===== src/shared/obdc_pkg.sv =====
// constants for the output bank d control block
package obdc_pkg;
    // register byte offsets
    localparam logic [7:0] OBDC_ADDR_CTRL   = 8'h00;
    localparam logic [7:0] OBDC_ADDR_DIV    = 8'h04;
    localparam logic [7:0] OBDC_ADDR_FRAC   = 8'h08;
    localparam logic [7:0] OBDC_ADDR_STATUS = 8'h0c;
    // control register field positions
    localparam int OBDC_BIT_BANK_PD   = 0;
    localparam int OBDC_BIT_CFG_SRC   = 1;
    localparam int OBDC_BIT_PAIR_PD   = 2;
    localparam int OBDC_BIT_STYLE     = 3;
    localparam int OBDC_BIT_AMP_LO    = 4;
    localparam int OBDC_BIT_DIV_TYPE  = 6;
    localparam int OBDC_BIT_DIV_SRC   = 7;
    localparam int OBDC_BIT_POSTDIV   = 8;
    // divide register field positions
    localparam int OBDC_BIT_INTDIV    = 0;
    localparam int OBDC_BIT_FINT      = 8;
    // widths
    localparam int OBDC_INTDIV_W  = 6;
    localparam int OBDC_FRAC_W    = 24;
    localparam int OBDC_FINT_W    = 4;
    // reset values
    localparam logic [31:0] OBDC_RST_CTRL = 32'h0000_0000;
    localparam logic [31:0] OBDC_RST_DIV  = 32'h0000_0000;
    localparam logic [31:0] OBDC_RST_FRAC = 32'h0000_0000;
    // amplitude and post-divide codes
    localparam logic [1:0] OBDC_AMP_350MV = 2'h0;
    localparam logic [1:0] OBDC_AMP_500MV = 2'h1;
    localparam logic [1:0] OBDC_AMP_750MV = 2'h2;
    localparam logic [1:0] OBDC_POST_DIV1 = 2'h0;
    localparam logic [1:0] OBDC_POST_DIV2 = 2'h1;
    localparam logic [1:0] OBDC_POST_DIV4 = 2'h2;
endpackage


===== src/hdl/obdc_output_bank_d_control.sv =====
// register file and pin/register setting select for output bank d
`timescale 1ns/1ps
module obdc_output_bank_d_control
    import obdc_pkg::*;
#(
    // widths of the switched divider fields
    parameter int INT_DIV_W = OBDC_INTDIV_W,
    parameter int FRAC_W    = OBDC_FRAC_W,
    parameter int FINT_W    = OBDC_FINT_W
)
(
    // clock and reset
    input  wire logic                 core_clk,
    input  wire logic                 reset,
    // wishbone slave
    input  wire logic                 wb_cyc_i,
    input  wire logic                 wb_stb_i,
    input  wire logic                 wb_we_i,
    input  wire logic [7:0]           wb_adr_i,
    input  wire logic [3:0]           wb_sel_i,
    input  wire logic [31:0]          wb_dat_i,
    output logic      [31:0]          wb_dat_o,
    output logic                      wb_ack_o,
    output logic                      wb_err_o,
    // bank control pins, asynchronous
    input  wire logic [1:0]           bankCtrlPins,
    // effective bank settings
    output logic                      bankPowerDown,
    output logic                      firstOutputEnable,
    output logic                      secondOutputEnable,
    output logic                      firstOutputStyle,
    output logic      [1:0]           firstOutputAmplitude,
    output logic                      dividerTypeSelect,
    output logic                      dividerSourceSelect,
    output logic      [1:0]           fractionalPostDivide,
    output logic      [INT_DIV_W-1:0] integerDivideValue,
    output logic      [FRAC_W-1:0]    fractionalPart,
    output logic      [FINT_W-1:0]    fractionalIntegerPart
);
    // the pin code fills the two low divide bits, and the integer and
    // fractional-integer fields share the one divide register
    if (INT_DIV_W < 2 || INT_DIV_W > OBDC_BIT_FINT || FINT_W < 1 ||
        OBDC_BIT_FINT + FINT_W > 32 || FRAC_W < 1 || FRAC_W > 32) begin
        $error("unsupported divider field width");
    end

    // pin synchroniser
    logic [1:0] pinMeta_q, pinSync_q;
    always_ff @(posedge core_clk) begin
        if (reset) begin
            pinMeta_q <= 2'h0;
            pinSync_q <= 2'h0;
        end else begin
            pinMeta_q <= bankCtrlPins;
            pinSync_q <= pinMeta_q;
        end
    end

    // registers and bus answer
    logic [31:0] ctrl_q, ctrl_d, div_q, div_d, frac_q, frac_d;
    logic [31:0] rdat_d;
    logic        ack_q, ack_d, err_q, err_d;
    logic        req;
    logic        hit;
    logic [31:0] statusWord;

    function automatic logic [31:0] merge(input logic [31:0] old,
                                          input logic [31:0] wdat,
                                          input logic [3:0]  sel);
        logic [31:0] r;
        r = old;
        for (int i = 0; i < 4; i++) begin
            if (sel[i]) begin
                r[i*8 +: 8] = wdat[i*8 +: 8];
            end
        end
        return r;
    endfunction

    always_comb begin
        // the pending answer blocks a held request from being taken twice
        req    = wb_cyc_i && wb_stb_i && !ack_q && !err_q;
        ctrl_d = ctrl_q;
        div_d  = div_q;
        frac_d = frac_q;
        rdat_d = 32'h0;
        hit    = 1'b1;
        unique case (wb_adr_i)
            OBDC_ADDR_CTRL: begin
                rdat_d = ctrl_q;
                if (req && wb_we_i) begin
                    ctrl_d = merge(ctrl_q, wb_dat_i, wb_sel_i);
                end
            end
            OBDC_ADDR_DIV: begin
                rdat_d = div_q;
                if (req && wb_we_i) begin
                    div_d = merge(div_q, wb_dat_i, wb_sel_i);
                end
            end
            OBDC_ADDR_FRAC: begin
                rdat_d = frac_q;
                if (req && wb_we_i) begin
                    frac_d = merge(frac_q, wb_dat_i, wb_sel_i);
                end
            end
            OBDC_ADDR_STATUS: begin
                rdat_d = statusWord;
            end
            default: begin
                hit = 1'b0;
            end
        endcase
        // reserved bits are stored as written; software keeps them zero
        ack_d = req && hit;
        err_d = req && !hit;
    end

    always_ff @(posedge core_clk) begin
        if (reset) begin
            ctrl_q   <= OBDC_RST_CTRL;
            div_q    <= OBDC_RST_DIV;
            frac_q   <= OBDC_RST_FRAC;
            ack_q    <= 1'b0;
            err_q    <= 1'b0;
            wb_dat_o <= 32'h0;
        end else begin
            ctrl_q   <= ctrl_d;
            div_q    <= div_d;
            frac_q   <= frac_d;
            ack_q    <= ack_d;
            err_q    <= err_d;
            wb_dat_o <= (req && !wb_we_i) ? rdat_d : 32'h0;
        end
    end
    assign wb_ack_o = ack_q;
    assign wb_err_o = err_q;

    // setting select: pins or registers
    logic        selBankPd, selPairPd, selStyle, selDivType, selDivSrc;
    logic [1:0]  selAmp, selPost;
    logic [INT_DIV_W-1:0] selIntDiv;
    logic [FRAC_W-1:0]    selFrac;
    logic [FINT_W-1:0]    selFint;
    logic        cfgFromRegs;

    always_comb begin
        cfgFromRegs = ctrl_q[OBDC_BIT_CFG_SRC];
        if (cfgFromRegs) begin
            selBankPd  = ctrl_q[OBDC_BIT_BANK_PD];
            selPairPd  = ctrl_q[OBDC_BIT_PAIR_PD];
            selStyle   = ctrl_q[OBDC_BIT_STYLE];
            selAmp     = ctrl_q[OBDC_BIT_AMP_LO +: 2];
            selDivType = ctrl_q[OBDC_BIT_DIV_TYPE];
            selDivSrc  = ctrl_q[OBDC_BIT_DIV_SRC];
            selPost    = ctrl_q[OBDC_BIT_POSTDIV +: 2];
            selIntDiv  = div_q[OBDC_BIT_INTDIV +: INT_DIV_W];
            selFint    = div_q[OBDC_BIT_FINT +: FINT_W];
            selFrac    = frac_q[FRAC_W-1:0];
        end else begin
            // pin code picks the integer divide; everything else default
            selBankPd  = 1'b0;
            selPairPd  = 1'b0;
            selStyle   = 1'b0;
            selAmp     = OBDC_AMP_350MV;
            selDivType = 1'b0;
            selDivSrc  = 1'b0;
            selPost    = OBDC_POST_DIV1;
            selIntDiv  = '0;
            selIntDiv[1:0] = pinSync_q;
            selFint    = '0;
            selFrac    = '0;
        end
    end

    // registered effective settings
    // a pin change shows here three edges later, behind the synchroniser
    always_ff @(posedge core_clk) begin
        if (reset) begin
            bankPowerDown         <= 1'b0;
            firstOutputEnable     <= 1'b1;
            secondOutputEnable    <= 1'b1;
            firstOutputStyle      <= 1'b0;
            firstOutputAmplitude  <= OBDC_AMP_350MV;
            dividerTypeSelect     <= 1'b0;
            dividerSourceSelect   <= 1'b0;
            fractionalPostDivide  <= OBDC_POST_DIV1;
            integerDivideValue    <= '0;
            fractionalPart        <= '0;
            fractionalIntegerPart <= '0;
        end else begin
            bankPowerDown         <= selBankPd;
            firstOutputEnable     <= !selBankPd && !selPairPd;
            secondOutputEnable    <= !selBankPd && !selPairPd;
            firstOutputStyle      <= selStyle;
            firstOutputAmplitude  <= selAmp;
            dividerTypeSelect     <= selDivType;
            dividerSourceSelect   <= selDivSrc;
            fractionalPostDivide  <= selPost;
            integerDivideValue    <= selIntDiv;
            fractionalPart        <= selFrac;
            fractionalIntegerPart <= selFint;
        end
    end

    // status: effective state for software
    assign statusWord = {20'h0, pinSync_q, secondOutputEnable,
                         firstOutputEnable, 7'h0, bankPowerDown};
endmodule


===== config.mk =====
export PLATFORM = sky130hd
export DESIGN_NAME = obdc_output_bank_d_control
export DESIGN_NICKNAME = d
export VERILOG_FILES = /design/src/shared/obdc_pkg.sv /design/src/hdl/obdc_output_bank_d_control.sv
export SDC_FILE = /design/constraint.sdc
export NUM_CORES = 1
export LEC_CHECK = 0
export ABC_AREA = 1
export BUFFER_PORTS_ARGS = -buffer_cell sky130_fd_sc_hd__buf_2
export CAP_MARGIN = 5
export CORE_UTILIZATION = 30
export CTS_BUF_LIST = sky130_fd_sc_hd__clkbuf_4
export CTS_CLUSTER_SIZE = 8
export DETAILED_ROUTE_END_ITERATION = 10
export GPL_TIMING_DRIVEN = 0
export PLACE_DENSITY = 0.57
export SLEW_MARGIN = 20
export SYNTH_ARGS = -nofsm -noshare
export SYNTH_HDL_FRONTEND = slang
export SYNTH_SLANG_ARGS = --single-unit

===== constraint.sdc =====
create_clock -name core_clk -period 1.3 [get_ports core_clk]
set_input_delay 0.26 -clock core_clk [delete_from_list [all_inputs] [get_ports core_clk]]
set_output_delay 0.26 -clock core_clk [all_outputs]
set_load 0.01 [all_outputs]

* Word level (Yosys, flattened, before mapping)
Cells that the tools add are included.
** Word-level totals
- Input port bits :: 51
- Bits in registers :: 177
- Word-level logic and storage cells :: 68
- Output and inout port bits :: 78
** Operators by class
- Bitwise logic cells :: 2
- Reduce and logical (&&, ||, !) cells :: 30
- Muxes and demuxes :: 5
- Equality and inequality tests :: 3
** Operators by type and width (number)
- $pmux W32 S4 :: 1
- $reduce_and A3 Y1 :: 12
- $eq A8 B4 Y1 const B :: 2
- $eq A8 B3 Y1 const B :: 1
- $logic_and A1 B1 Y1 :: 8
- $logic_not A8 Y1 :: 1
- $logic_not A1 Y1 :: 6
- $reduce_or A2 Y1 :: 2
- $reduce_or A4 Y1 :: 1
- $mux W1 :: 3
- $mux W2 :: 1
- $not A1 Y1 :: 2

* Longest topological paths before layout
- Word-level depth :: 6
- Mapped depth :: 9
- Mapped depth without buffers :: 8

* Worst setup path before layout
No wires, ideal clock.
- Path kind :: reg-to-reg
- Start :: reg ack_q (netlist: wb_ack_o)
- End :: reg frac_q[0]
- Data required time :: 1.187 ns
- Path slack :: -0.035 ns
- Stages on the path, launching flop included :: 8
- Buffers on the path :: 1
- Clock period less this slack :: 1.335 ns
- Arrival time :: 1.222 ns
- Library setup time :: 0.113 ns
- Cell sequence :: dfxtp_1 > nor2_1 > nand4_1 > nor2_1 > buf_2 > nand3_1 > nand2_1 > nor2_1
** Between the ends
- Longest elaborated chain between the ends :: 5
** Ends and longest elaborated chain
- from (decl) :: RTL line obdc_output_bank_d_control.sv:62 : logic ack_q, ack_d, err_q, err_d;
- from (signal assigned) :: RTL line obdc_output_bank_d_control.sv:131 : ack_q <= ack_d;
- $logic_not A1 Y1 :: RTL line obdc_output_bank_d_control.sv:82 : req = wb_cyc_i && wb_stb_i && !ack_q && !err_q;
- $logic_and A1 B1 Y1 (2 in series) :: RTL line obdc_output_bank_d_control.sv:82
- $logic_and A1 B1 Y1 :: RTL line obdc_output_bank_d_control.sv:103 : if (req && wb_we_i) begin
- $reduce_and A3 Y1 (no line)
- to (signal assigned) :: RTL line obdc_output_bank_d_control.sv:130 : frac_q <= frac_d;
- to (decl) :: RTL line obdc_output_bank_d_control.sv:60 : logic [31:0] ctrl_q, ctrl_d, div_q, div_d, frac_q, frac_d;
No other way between the ends.
A chain may end at the register's enable or synchronous reset.

* Worst setup path in the final report
- Start :: reg ack_q (netlist: wb_ack_o)
- End :: out wb_ack_o
** RTL lines
- to (decl) :: RTL line obdc_output_bank_d_control.sv:23 : output logic wb_ack_o,
No word-level cell between the ends.

==> results.yml <==
run_status:
  status: "finished with violations"
  violations: "setup timing"
final_layout:
  synthToLayoutAreaGrowth_pct: 44.6
  final_layout_size_suffix_gt1_share_pct: 36.5
  fillers: 2310
  finalNetCount: 1253
  final_cells: 1529
logic_synthesis:
  yosysMostFrequentCell: "nor2_1"
  synthTopCellsByArea: "dfxtp_1, nor2_1, nand2_1"
  synth-seq-cells: 177
  synth-edff-count: 0
  syn_area_per_cell_um2: 6.99
  synth.top_cell.area_share_pct: 50.5
  yosysSeqAreaShare_pct: 50.5
  synth_cell_type_count: 21
  syn-num-nets: 1055
  synthFlopType: "dfxtp_1"
  syn_area_um2: 7020
  synthArstFlopShare_pct: 0
  synth_top_area_cell: "dfxtp_1"
  ys_warn_count: 0
  netlist_instances: 1004
  synth_commonest_cells: "nor2_1, nand2_1, dfxtp_1"
drt:
  drc: 0
  drt_pre_antenna_iters: 8
  vias: 6692
  wire_per_inst_um: 14.5
  drtIter0Drc: 349
  ant_nets: 0
  wirelength_mm: 22.1
  viasPerCell: 4.38
clock_tree:
  numCtsBuffers: 17
  clkSlewWorstSetupHoldPaths_ns: 0.14
  cts_root_buf: "clkbuf_4"
  cts_tree: "done"
  h-tree-depth: 4
  cts_max_path_buffers: 2
  clkLatencyLatePin_ns: 0.62
  clkSinkCount: 177
worst_setup_path:
  crit_fanout: 3
  path_depth: 2
  crit_arrival_ns: 1.24
  path_class: "flop to primary output"
  cp.required_ns: 1.04
  path_buf_inv: 2
  slowest_delay_ns: 0.39
  r2r-end: "frac_q[14]$_SDFFE_PP0P_"
  cp_cell_sequence: "buf_4 > buf_6"
  startpoint_type: "flop"
  slowest_stage: "dfxtp_4"
  worst-r2r-cell-count: 8
  r2r-start: "wb_ack_o$_SDFF_PP0_"
  end_kind: "primary output"
  path_delay_family: "flip-flops"
  ff2ff_setup_slack_ns: -0.17
timing:
  finalSetupViolCount: 202
  worst_slew_pin_slew_ns: 0.878
  maxSlewViolCount: 0
  finClkSkew_ns: 0.0216
  setup-tns-final_ns: -15.80
  rsz0062_at_grt: "true"
  hold_viol: 0
  slew_headroom_pct: 41.5
  clock.fmax_mhz: 667
  fin_crit_sh_pct: 115
  worst_slack_ns: -0.198
  fin_crit_ns: 1.50
place:
  dpl.hpwl_mm: 14.8
  place_congestion: 0.824
  dp_cells: 1444
  numPortBuffers: 127
die:
  fp.dieH_um: 155
  coreArea_um2: 22800
  dieWidth_um: 155
  dieArea_um2: 24000
  start_util_pct: 30.8
  row_count: 55
  ios: 129
min_path:
  min-delay-start: "wb_dat_i[5]"
  min_to: "frac_q[5]$_SDFFE_PP0P_"
  hold_depth: 5
  worstHoldPathType: "input pin to flop"
global_routing:
  grt_overflow_total: 0
  antenna_found_initial: 2
  grt_pass1_vias: 6447
  grt_pass1_wl_mm: 34.8
  grt_usage_pct: 19.2
  grt_start_max_net_pins: 17
power_and_ir_drop:
  p_per_area_nw_per_um2: 890
  peakVddDrop_mv: 0.387
  fin_total_pwr_w: 0.00903
  power.leakage_nw: 4.00
flow_run:
  max_cap_violations: 0
==> cell usage in the layout (no fill, tap or decap), types with 9 or more instances in the layout <==
master	Yosys	final
nor2_1	344	291
inv_1	102	101
buf_4	5	11
dlygate4sd3_1	0	20
clkbuf_4	0	17
o21ai_0	9	9
buf_1	12	11
nor2_4	13	47
buf_2	21	106
dfxtp_2	0	28
nor2_2	3	22
buf_6	3	58
nand2_2	4	12
o21ai_1	12	12
dfxtp_1	177	145
nand3_2	0	89
nand2_1	181	172
buf_12	0	12
==> per-stage QoR <==
step	area (um^2)	setup WS (ns)	utilization [%]	hold WS [ns]
after CTS	9670	-0.183	42.4	0.00124
after global routing	10100	-0.253	44.6	0.0186
after detailed placement	8040	-0.611	35.3	0.394
after floorplan	7020	-0.0347	-	0.367
final	10100	-0.198	44.6	0.0211
after global placement	8040	-0.617	35.3	0.396
==> worst reg2reg max path, cell delays in order (launching register included) <==
cell     delay [ns]
dfxtp_4        0.39
nor2_2         0.09
nand4_1        0.09
buf_6          0.17
nor2_4         0.23
buf_6          0.18
nand3_2        0.06
nand2_1        0.10
nor2_1         0.05
==> where the power goes <==
part           total (W)  internal, W  leakage [nW]  switching [W]
Combinational   0.000599     0.000237          2.42       0.000363
Sequential       0.00543      0.00543          1.44     0.00000570
Clock            0.00300     0.000964         0.139        0.00204
==> flip-flops by register name (all words and copies together), names as in the netlist, 2 cells and up <==
signal                 count
ctrl_q                    32
div_q                     32
firstOutputAmplitude       2
frac_q                    32
fractionalIntegerPart      4
fractionalPart            24
fractionalPostDivide       2
integerDivideValue         6
pinMeta_q                  2
pinSync_q                  2
wb_dat_o                  32
==> metal layers <==
layer  wire [um]  GRT usage (%)  vias up
met5          13              0        -
met4         376           6.22        2
met3        1490           4.85       30
met2       10400           31.7      199
met1        9850           24.4     3042
li1            -              -     3419
==> what timing repair did <==
action / in CTS / in global routing
hold buffers: 20 / 0
hold endpoints to repair: 28 / 0
pin swaps: 28 / 60
gates resized for setup: 219 / 109
setup buffers: 15 / 9
endpoints found under the setup margin: 237 / 217
cloned: 10 / 1
==> how the worst max path moves through the flow <==
stage	from	to	slack (ns)
floorplan	wb_ack_o$_SDFF_PP0_	frac_q[0]$_SDFFE_PP0P_	-0.03
global placement	wb_adr_i[1]	div_q[30]$_SDFFE_PP0P_	-0.62
detailed placement	wb_adr_i[1]	div_q[30]$_SDFFE_PP0P_	-0.61
CTS	secondOutputEnable$_SDFF_PP1_	secondOutputEnable	-0.18
global route	wb_ack_o$_SDFF_PP0_	div_q[6]$_SDFFE_PP0P_	-0.25
finish	wb_ack_o$_SDFF_PP0_	wb_ack_o	-0.20
==> layout make-up <==
class	instances	area, um^2	share of cell area [%]
multi-input combinational	672	3660	36.1
sequential	177	3590	35.4
timing repair buffer	181	1520	15.0
inverter	108	408	4.02
tap	313	392	3.86
buffer	45	310	3.06
clock inverter	15	134	1.32
clock buffer	17	128	1.26
antenna	1	2.50	0.0247
==> logic make-up after synthesis <==
| group | synth area share (%) |
|---|---|
| AOI/OAI and AO/OA | 1.71 |
| buffers and inverters | 9.29 |
| DFF | 50.5 |
| and+or+nand+nor | 38.5 |
Note: power is estimated with default switching activity, not from simulation.
